[src/design/psr_pkg.sv]
// Package: constants and carrier structs for the protection signal routing block
package psr_pkg;

   // APB register byte offsets
   localparam logic [7:0] ROUTE_SW_OFS  = 8'h00;
   localparam logic [7:0] UV_OPT_OFS    = 8'h04;
   localparam logic [7:0] RES_OPT_OFS   = 8'h08;
   localparam logic [7:0] CTRL_OFS      = 8'h0C;
   localparam logic [7:0] STATUS_OFS    = 8'h10;
   localparam logic [7:0] DISP_OFS      = 8'h14;

   // Reset values of the switch groups (bit0 = switch 1)
   localparam logic [7:0] ROUTE_SW_RST  = 8'hFF;
   localparam logic [7:0] UV_OPT_RST    = 8'h15;
   localparam logic [7:0] RES_OPT_RST   = 8'h01;
   localparam logic [3:0] CTRL_RST      = 4'hF;

   // Display index wrap
   localparam int         DISP_STEPS    = 8;
   localparam int         SYNC_STAGES   = 2;

   // Stage order used across the block
   localparam int         STG_OV        = 0;
   localparam int         STG_UV        = 1;
   localparam int         STG_RL        = 2;
   localparam int         STG_RH        = 3;

   // Indicator colour encoding
   typedef enum logic [1:0] {
      PSR_LED_DARK   = 2'b00,
      PSR_LED_YELLOW = 2'b01,
      PSR_LED_RED    = 2'b11,
      PSR_LED_GREEN  = 2'b10
   } psr_led_t;

   // Raw inputs from the protection stages
   typedef struct packed {
      logic [3:0] start;
      logic [3:0] trip;
   } psr_stage_t;

   // Output relays and recorder triggers
   typedef struct packed {
      logic trip_relay;
      logic shared_alarm;
      logic ov_alarm;
      logic uv_alarm;
      logic res_alarm;
      logic recorder_trigger_one;
      logic recorder_trigger_two;
      logic recorder_trigger_three;
   } psr_out_t;

endpackage : psr_pkg

[src/design/psr_top.sv]
// Protection signal routing: switch groups, relays, triggers and indicators
`timescale 1ns/10ps

// Summary of operation
// - Route switch bits 1-4 gate OV, UV, residual low, high trips to trip relay.
// - Route switch bits 5 and 6 gate OV and UV trips to shared alarm.
// - Route switch bit 7 gates the OV start to the shared alarm.
// - Route switch bit 8 gates the UV start to the UV alarm relay.
// - OV alarm follows OV stage; residual alarm follows residual low stage, fixed.
// - Residual options 1-3 route low/high starts onto recorder triggers two and three.
// - Residual options 4 and 5 let blocking input suppress low and high trips.
// - UV options 1-3 route OV/UV starts onto recorder triggers one and three.
// - UV option 5 lets blocking suppress the UV trip; bits 4,6,7,8 unused.
// - Stage indicator yellow while started, red once tripped.
// - Indicator self-reset or manual-reset; manual keeps red latched.
// - Local reset button clears latched red indicators.
// - Latched indicators never alter protection outputs.
// - Recorder indicator dark idle, green recording, red when stored.
// - Recorder red persists while any recording remains stored.
// - Self fault alarm on supply deviation, missing module or no auxiliary input.
// - Self fault indicator lights on a permanent internal fault.
// - Supply indicator lit while power supply operates.
// - Each scroll press advances the display index by one.
module psr_top (
   input  wire logic               pclk,
   input  wire logic               presetn,
   input  wire logic [7:0]         paddr,
   input  wire logic               psel,
   input  wire logic               penable,
   input  wire logic               pwrite,
   input  wire logic [31:0]        pwdata,
   output logic [31:0]             prdata,
   output logic                    pready,
   output logic                    pslverr,
   input  wire psr_pkg::psr_stage_t stage_in,
   input  wire logic               external_block_input,
   input  wire logic               reset_button,
   input  wire logic               scroll_button,
   input  wire logic               recording_active,
   input  wire logic               recording_stored,
   input  wire logic               supply_deviation,
   input  wire logic               supply_absent,
   input  wire logic               aux_input_lost,
   input  wire logic               permanent_fault,
   input  wire logic               supply_ok,
   output psr_pkg::psr_out_t       relays_ff,
   output psr_pkg::psr_led_t       stage_led [4],
   output psr_pkg::psr_led_t       recorder_led_ff,
   output logic                    self_fault_alarm_ff,
   output logic                    self_fault_led_ff,
   output logic                    supply_indicator_ff,
   output logic [2:0]              display_index_ff
);

   ////////////////////////////////////////////////////////////////////////////
   // Input synchronisers
   ////////////////////////////////////////////////////////////////////////////
   localparam int NSYNC = 18;

   logic [NSYNC-1:0] raw_in;
   logic [NSYNC-1:0] sync1_ff;
   logic [NSYNC-1:0] sync2_ff;

   assign raw_in = {stage_in, external_block_input, reset_button, scroll_button,
                    recording_active, recording_stored, supply_deviation,
                    supply_absent, aux_input_lost, permanent_fault, supply_ok};

   // Pins are asynchronous; first stage feeds only the second
   always_ff @(posedge pclk or negedge presetn) begin
      if (!presetn) begin
         sync1_ff <= '0;
         sync2_ff <= '0;
      end else begin
         sync1_ff <= raw_in;
         sync2_ff <= sync1_ff;
      end
   end

   psr_pkg::psr_stage_t s_stage;
   logic s_block;
   logic s_rst_btn;
   logic s_scroll;
   logic s_rec_act;
   logic s_rec_stored;
   logic s_dev;
   logic s_absent;
   logic s_aux_lost;
   logic s_perm;
   logic s_supply;

   assign {s_stage, s_block, s_rst_btn, s_scroll, s_rec_act, s_rec_stored,
           s_dev, s_absent, s_aux_lost, s_perm, s_supply} = sync2_ff;

   ////////////////////////////////////////////////////////////////////////////
   // APB registers
   ////////////////////////////////////////////////////////////////////////////
   logic [7:0] route_switch_ff;
   logic [7:0] uv_option_ff;
   logic [7:0] res_option_ff;
   logic [3:0] manual_mode_ff;
   logic       sw_clear;
   logic       wr_en;
   logic       addr_ok;

   assign wr_en   = psel && penable && pwrite;
   assign pready  = 1'b1;
   assign pslverr = psel && penable && !addr_ok;

   // Address check for error response
   always_comb begin
      if (paddr == psr_pkg::ROUTE_SW_OFS) begin
         addr_ok = 1'b1;
      end else if (paddr == psr_pkg::UV_OPT_OFS) begin
         addr_ok = 1'b1;
      end else if (paddr == psr_pkg::RES_OPT_OFS) begin
         addr_ok = 1'b1;
      end else if (paddr == psr_pkg::CTRL_OFS) begin
         addr_ok = 1'b1;
      end else if (paddr == psr_pkg::STATUS_OFS) begin
         addr_ok = 1'b1;
      end else if (paddr == psr_pkg::DISP_OFS) begin
         addr_ok = 1'b1;
      end else begin
         addr_ok = 1'b0;
      end
   end

   // Switch group writes
   always_ff @(posedge pclk or negedge presetn) begin
      if (!presetn) begin
         route_switch_ff <= psr_pkg::ROUTE_SW_RST;
         uv_option_ff    <= psr_pkg::UV_OPT_RST;
         res_option_ff   <= psr_pkg::RES_OPT_RST;
         manual_mode_ff  <= psr_pkg::CTRL_RST;
      end else if (wr_en) begin
         if (paddr == psr_pkg::ROUTE_SW_OFS) begin
            route_switch_ff <= pwdata[7:0];
         end else if (paddr == psr_pkg::UV_OPT_OFS) begin
            uv_option_ff <= pwdata[7:0];
         end else if (paddr == psr_pkg::RES_OPT_OFS) begin
            res_option_ff <= pwdata[7:0];
         end else if (paddr == psr_pkg::CTRL_OFS) begin
            manual_mode_ff <= pwdata[3:0];
         end
      end
   end

   // Software clear pulse: CTRL bit 8 written as one
   assign sw_clear = wr_en && (paddr == psr_pkg::CTRL_OFS) && pwdata[8];

   // Read mux, combinational from registered state
   always_comb begin
      prdata = 32'h0000_0000;
      if (paddr == psr_pkg::ROUTE_SW_OFS) begin
         prdata[7:0] = route_switch_ff;
      end else if (paddr == psr_pkg::UV_OPT_OFS) begin
         prdata[7:0] = uv_option_ff;
      end else if (paddr == psr_pkg::RES_OPT_OFS) begin
         prdata[7:0] = res_option_ff;
      end else if (paddr == psr_pkg::CTRL_OFS) begin
         prdata[3:0] = manual_mode_ff;
      end else if (paddr == psr_pkg::STATUS_OFS) begin
         prdata[7:0]   = relays_ff;
         prdata[11:8]  = s_stage.trip;
         prdata[15:12] = s_stage.start;
         prdata[17:16] = recorder_led_ff;
         prdata[18]    = self_fault_alarm_ff;
         prdata[19]    = self_fault_led_ff;
         prdata[20]    = supply_indicator_ff;
      end else if (paddr == psr_pkg::DISP_OFS) begin
         prdata[2:0] = display_index_ff;
      end
   end

   ////////////////////////////////////////////////////////////////////////////
   // Blocking and routing
   ////////////////////////////////////////////////////////////////////////////
   logic [3:0] eff_trip;
   psr_pkg::psr_out_t nxt_relays;

   // Blocked trips vanish before relays and indicators see them
   always_comb begin
      eff_trip = s_stage.trip;
      if (s_block && res_option_ff[3]) begin
         eff_trip[psr_pkg::STG_RL] = 1'b0;
      end
      if (s_block && res_option_ff[4]) begin
         eff_trip[psr_pkg::STG_RH] = 1'b0;
      end
      if (s_block && uv_option_ff[4]) begin
         eff_trip[psr_pkg::STG_UV] = 1'b0;
      end
   end

   // OR of fixed and switch-enabled sources; indicator latches not involved
   always_comb begin
      nxt_relays = '0;
      nxt_relays.trip_relay = |(eff_trip & route_switch_ff[3:0]);
      nxt_relays.shared_alarm =
         (eff_trip[psr_pkg::STG_OV] & route_switch_ff[4]) |
         (eff_trip[psr_pkg::STG_UV] & route_switch_ff[5]) |
         (s_stage.start[psr_pkg::STG_OV] & route_switch_ff[6]);
      nxt_relays.uv_alarm = s_stage.start[psr_pkg::STG_UV] & route_switch_ff[7];
      nxt_relays.ov_alarm  = eff_trip[psr_pkg::STG_OV];
      nxt_relays.res_alarm = eff_trip[psr_pkg::STG_RL];
      nxt_relays.recorder_trigger_one =
         (s_stage.start[psr_pkg::STG_OV] & uv_option_ff[0]) |
         (s_stage.start[psr_pkg::STG_UV] & uv_option_ff[1]);
      nxt_relays.recorder_trigger_two =
         (s_stage.start[psr_pkg::STG_RL] & res_option_ff[0]) |
         (s_stage.start[psr_pkg::STG_RH] & res_option_ff[1]);
      nxt_relays.recorder_trigger_three =
         (s_stage.start[psr_pkg::STG_UV] & uv_option_ff[2]) |
         (s_stage.start[psr_pkg::STG_RH] & res_option_ff[2]);
   end

   // Registered relay drive
   always_ff @(posedge pclk or negedge presetn) begin
      if (!presetn) begin
         relays_ff <= '0;
      end else begin
         relays_ff <= nxt_relays;
      end
   end

   ////////////////////////////////////////////////////////////////////////////
   // Stage indicators
   ////////////////////////////////////////////////////////////////////////////
   logic clear_req;

   assign clear_req = s_rst_btn || sw_clear;

   genvar gi;
   generate
      for (gi = 0; gi < 4; gi++) begin : g_led
         psr_stage_led u_led (
            .pclk        (pclk),
            .presetn     (presetn),
            .start       (s_stage.start[gi]),
            .trip        (eff_trip[gi]),
            .manual_mode (manual_mode_ff[gi]),
            .clear       (clear_req),
            .led         (stage_led[gi])
         );
      end
   endgenerate

   ////////////////////////////////////////////////////////////////////////////
   // Recorder indicator, supervision, display
   ////////////////////////////////////////////////////////////////////////////
   psr_pkg::psr_led_t nxt_recorder_led;

   // Green while recording wins; red as long as memory holds data
   always_comb begin
      if (s_rec_act) begin
         nxt_recorder_led = psr_pkg::PSR_LED_GREEN;
      end else if (s_rec_stored) begin
         nxt_recorder_led = psr_pkg::PSR_LED_RED;
      end else begin
         nxt_recorder_led = psr_pkg::PSR_LED_DARK;
      end
   end

   always_ff @(posedge pclk or negedge presetn) begin
      if (!presetn) begin
         recorder_led_ff <= psr_pkg::PSR_LED_DARK;
      end else begin
         recorder_led_ff <= nxt_recorder_led;
      end
   end

   // Supervision outputs; the 25 % comparison is done by the analog monitor
   always_ff @(posedge pclk or negedge presetn) begin
      if (!presetn) begin
         self_fault_alarm_ff <= 1'b0;
         self_fault_led_ff   <= 1'b0;
         supply_indicator_ff <= 1'b0;
      end else begin
         self_fault_alarm_ff <= s_dev || s_absent || s_aux_lost;
         self_fault_led_ff   <= s_perm;
         supply_indicator_ff <= s_supply;
      end
   end

   // Scroll press edge; held button counts once
   logic scroll_d_ff;

   always_ff @(posedge pclk or negedge presetn) begin
      if (!presetn) begin
         scroll_d_ff      <= 1'b0;
         display_index_ff <= '0;
      end else begin
         scroll_d_ff <= s_scroll;
         if (s_scroll && !scroll_d_ff) begin
            display_index_ff <= display_index_ff + 3'd1;
         end
      end
   end

   ////////////////////////////////////////////////////////////////////////////
   // Assertions
   ////////////////////////////////////////////////////////////////////////////
   a_trip_relay_ov: assert property (@(posedge pclk) disable iff (!presetn)
      (eff_trip[psr_pkg::STG_OV] && route_switch_ff[0]) |=> relays_ff.trip_relay)
      else $error("OV trip not on trip relay");

   a_shared_uv_trip: assert property (@(posedge pclk) disable iff (!presetn)
      (eff_trip[psr_pkg::STG_UV] && route_switch_ff[5]) |=> relays_ff.shared_alarm)
      else $error("UV trip not on shared alarm");

   a_shared_ov_start: assert property (@(posedge pclk) disable iff (!presetn)
      (s_stage.start[psr_pkg::STG_OV] && route_switch_ff[6]) |=> relays_ff.shared_alarm)
      else $error("OV start not on shared alarm");

   a_uv_alarm_map: assert property (@(posedge pclk) disable iff (!presetn)
      relays_ff.uv_alarm == $past(s_stage.start[psr_pkg::STG_UV] & route_switch_ff[7]))
      else $error("UV alarm mismatch");

   a_fixed_alarms: assert property (@(posedge pclk) disable iff (!presetn)
      relays_ff.res_alarm == $past(eff_trip[psr_pkg::STG_RL]) &&
      relays_ff.ov_alarm == $past(eff_trip[psr_pkg::STG_OV]))
      else $error("residual alarm mismatch");

   a_trig_two_map: assert property (@(posedge pclk) disable iff (!presetn)
      (s_stage.start[psr_pkg::STG_RH] && res_option_ff[1]) |=> relays_ff.recorder_trigger_two)
      else $error("trigger two missing");

   a_block_res_low: assert property (@(posedge pclk) disable iff (!presetn)
      (s_block && res_option_ff[3]) |-> !eff_trip[psr_pkg::STG_RL])
      else $error("residual low trip not blocked");

   a_trig_three_uv: assert property (@(posedge pclk) disable iff (!presetn)
      (s_stage.start[psr_pkg::STG_UV] && uv_option_ff[2]) |=> relays_ff.recorder_trigger_three)
      else $error("trigger three missing");

   a_block_uv: assert property (@(posedge pclk) disable iff (!presetn)
      (s_block && uv_option_ff[4] && !eff_trip[psr_pkg::STG_OV] && !eff_trip[psr_pkg::STG_RL] &&
       !eff_trip[psr_pkg::STG_RH]) |=> !relays_ff.trip_relay)
      else $error("UV block leaked");

   a_rec_red: assert property (@(posedge pclk) disable iff (!presetn)
      (s_rec_stored && !s_rec_act) |=> recorder_led_ff == psr_pkg::PSR_LED_RED)
      else $error("recorder not red");

   a_self_alarm: assert property (@(posedge pclk) disable iff (!presetn)
      s_absent |=> self_fault_alarm_ff)
      else $error("self fault alarm missing");

endmodule : psr_top

[src/design/psr_stage_led.sv]
// One stage operation indicator with optional trip latch
`timescale 1ns/10ps
module psr_stage_led (
   input  wire logic          pclk,
   input  wire logic          presetn,
   input  wire logic          start,
   input  wire logic          trip,
   input  wire logic          manual_mode,
   input  wire logic          clear,
   output psr_pkg::psr_led_t  led
);

   logic latch_ff;

   // Set beats clear so a trip in the clear cycle is not lost
   always_ff @(posedge pclk or negedge presetn) begin
      if (!presetn) begin
         latch_ff <= 1'b0;
      end else if (trip && manual_mode) begin
         latch_ff <= 1'b1;
      end else if (clear || !manual_mode) begin
         latch_ff <= 1'b0;
      end
   end

   // Red outranks yellow
   always_comb begin
      if (trip || latch_ff) begin
         led = psr_pkg::PSR_LED_RED;
      end else if (start) begin
         led = psr_pkg::PSR_LED_YELLOW;
      end else begin
         led = psr_pkg::PSR_LED_DARK;
      end
   end

   a_latch_holds: assert property (@(posedge pclk) disable iff (!presetn)
      (manual_mode && trip) |=> (led == psr_pkg::PSR_LED_RED))
      else $error("latched trip not red");

endmodule : psr_stage_led

[config.mk]
export PLATFORM = sky130hd
export DESIGN_NAME = psr_top
export DESIGN_NICKNAME = d
export VERILOG_FILES = /design/src/design/psr_pkg.sv /design/src/design/psr_top.sv /design/src/design/psr_stage_led.sv
export SDC_FILE = /design/constraint.sdc
export NUM_CORES = 1
export LEC_CHECK = 0
export ABC_AREA = 1
export BUFFER_PORTS_ARGS = -buffer_cell sky130_fd_sc_hd__clkbuf_2
export CAP_MARGIN = 20
export CORE_MARGIN = 3
export CORE_UTILIZATION = 54
export CTS_CLUSTER_DIAMETER = 120
export DETAILED_ROUTE_END_ITERATION = 10
export PLACE_DENSITY = 0.95
export SYNTH_ARGS = -nofsm -noshare
export SYNTH_HDL_FRONTEND = slang
export SYNTH_SLANG_ARGS = --single-unit
[constraint.sdc]
create_clock -name pclk -period 2.3 [get_ports pclk]
set_input_delay 0.23 -clock pclk [delete_from_list [all_inputs] [get_ports pclk]]
set_output_delay 0.23 -clock pclk [all_outputs]
set_load 0.05 [all_outputs]
==> results.md <==
* Setup tns final at 0 ns
* Final Hold Viols at 0
* Clk Latency, worst-skew pair at 0.36 ns
* Area leader, netlist: dfrtp_1
* Critical-path cell list: a21oi_1 -> inv_1 -> nand2_1 -> clkbuf_2
* Largest family of logic cells by synthesized area: simple AND/OR/NAND/NOR gates
* Ys flop type: dfrtp_1
* Reg2Reg Capture Point: g_led[2].u_led.latch_ff
* Core area at 6460 um2
* Achievable Freq at 539 MHz
* Number of max-cap violations at 0
* Worst setup EP type: output pin
* Synth top area share at 0.471
* Clock Skews at 0.0129 ns
* WHS Path Cells at 3
* Die X at 88.4 um
* Reg2reg start: res_option_ff[3]
* Pwr dens at between 700 and 800 nW/um2
* Required @ worst endpoint at between 2 and 2.5 ns
* Critical path class: flop to output pin
* M1 GR Usage at 0.296
* Post-Synthesis Cells at 374
* Ys async rst share at 1.00
* Leakage at 2.41 nW
* Worst path bufs/invs at 2
* Commonest non-fill, non-tap cell in the layout: nand2_1
* Post-synthesis simple-gate area fraction at 0.256
* Via/cell ratio at 5.22
* Netlist cell types at 30
* Top post-synthesis cells by area: dfrtp_1 (47%), dfstp_2 (11%), nand2_1 (9.6%), nand3_1 (5.2%), inv_1 (4.3%)
* Die Ht at 88.4 um
* Vias in the first global route at between 2,000 and 3,000
* Clock Pin Slew Worst Setup and Hold Paths at 0.09 ns
* Initial Util at 0.567
* H-tree levels at 3
* RSZ-0062 raised after global routing: false
* Layout cell share with drive strength beyond 1 at 0.348
* Setup violators final at 0
* Post-Synth XOR/XNOR Area at 0.00478
* Avg WL per Cell at 15.5 um
* TritonCTS Buffers at 9
* Final Cycle Share at 0.806
* # nets final at ~550
* Worst hold-check path type: input pin to flop
* # DRC at 0
* Cell Count, Final, Fillers Out at approximately 570
* Setup repair bufs after CTS at 0
* Synth Area in Adders at 0.00341
* # rows at 29
* Pre-CTS setup slack at 0.508 ns
* Total number of vias at 2,956
* Top Family by Delay on Critical Path: buffers and inverters
* Critical path arrival at 1.62 ns
* Buffer levels on the longest clock path at 2
* DRT antenna net count at 0
* Router iterations before antenna repair at 5
* DIE AREA at 7810 um2
* Most frequent cells in the layout: nand2_1 (94), clkbuf_2 (84), dfrtp_1 (69)
* # resized after CTS at 0
* Final Instance Area at 4530 um2
* CTS tree: yes
* Hold EP: uv_option_ff[4]
* Register area share after synthesis at 0.586
* Port Buffers at 85
* First-pass GRT wire length at 13,800 um
* Placed cell areas at 4120 um2
* Critical-path maximum fanout at 3
* Met3 Use GR at 0.0615
* Worst path slowest cell: dfrtp_1
* Clk root buf: clkbuf_8
* Hold Buf Count CTS at 19
* Final Max Tran Viols at 0
* Setup crit start kind: flop
* Largest net degree at the start of global routing at 49
* Post-DP HPWL at 5850 um
* Multiplexer area fraction after synthesis at 0.00307
* Detailed Route WL at between 8000 and 9000 um
* Placed cells at 531
* Max incr delay on CP at slightly above 0.4 ns
* Worst r2r path cells at 5
* Synth warnings at 0
* Clk sinks at 85
* Total grt overflow at 0
* Status: completed
* Number of flops mapped to enable cells by yosys at 0
* VDD IR max at 0.000608 V
* Gpl congestion at 0.900
* Iter 0 DRT Violations at 235
* Total track usage at 0.237
* Final worst path period need at 1.85 ns
* Mapped cell area at 3660 um2
* Met2 Use GR at 0.390
* Reg2Reg Setup Slack at approximately 1.1 ns
* Diodes inserted at 0
* HP Start: pwdata[4]
* Syn avg cell area at 9.80 um2
* FILL cells at approximately 460
* Compound-Gate Fraction of Synth Area at 0.0553
* Flops & latches, synth at 85
* Initial antenna violation count at 0
* Num ports at 121
* Setup ws final at 0.446 ns
* Most Crowded Layer GR: met2
* Area growth syn-to-layout at 23.7%
-- stage by stage --
step                power (mW)  hold slack (ns)  utilization
floorplan                 1.97          -0.0656            -
global placement          2.10            0.219        0.638
detailed placement        2.11            0.226        0.638
CTS                       3.29           0.0532        0.702
global route              3.42           0.0848        0.702
finish                    3.29           0.0528        0.702
-- sequential cells by signal (all words and copies together) (netlist names), 3 cells and up --
name,flops
display_index_ff,3
g_led.u_led.latch_ff,4
manual_mode_ff,4
relays_ff,8
res_option_ff,8
route_switch_ff,8
sync1_ff,18
sync2_ff,18
uv_option_ff,8
-- metal layers --
metal  part of all wire  wire [um]
met5                  0          0
met4              0.029        253
met3              0.089        782
met2               0.50       4350
met1               0.39       3380
-- worst max-delay path by stage --
stage	start	end	slack [ns]	cells past startpoint
global route	res_option_ff[3]	stage_led[3]	0.37	4
finish	res_option_ff[3]	stage_led[3]	0.45	4
floorplan	paddr[3]	prdata[10]	0.59	6
detailed placement	paddr[7]	prdata[3]	0.51	9
global placement	paddr[6]	prdata[0]	0.54	10
CTS	res_option_ff[3]	stage_led[3]	0.44	4
-- tightest hold or removal path: cells and delay by family --
kind | cells | cell delay, ns
buf+inv | 1 | 0.09
simple gates | 2 | 0.10
-- power breakdown --
part	switching, mW	internal [mW]	leakage [nW]
Combinational	0.350	0.128	1.28
Clock	0.531	0.646	0.114
Sequential	0.0563	1.57	1.02
-- cell usage after synthesis (all sizes together), types with 2 or more instances --
| cell | number |
|---|---|
| nor2 | 35 |
| nand2 | 108 |
| dfstp | 16 |
| o21ai | 16 |
| nand4 | 6 |
| a22o | 3 |
| nand3 | 40 |
| conb | 2 |
| buf | 17 |
| inv | 50 |
| dfrtp | 69 |
| a21oi | 5 |
-- cell families after synthesis --
logic type / after synthesis
other cells: 2
fa+ha+maj: 1
simple gates: 191
mux: 1
flops: 85
buf+inv: 67
compound gates: 25
xor+xnor: 2
-- final cells by class --
type / instances / area [um2] / area share
clock buffer: 11 / 141 / 0.0312
multi-input combinational: 232 / 1230 / 0.271
clock inverter: 5 / 82.6 / 0.0182
tap: 77 / 96.3 / 0.0213
sequential: 85 / 2150 / 0.474
inverter: 50 / 190 / 0.0420
timing repair buffer: 106 / 646 / 0.142
Power figures use the tool's default switching activity.
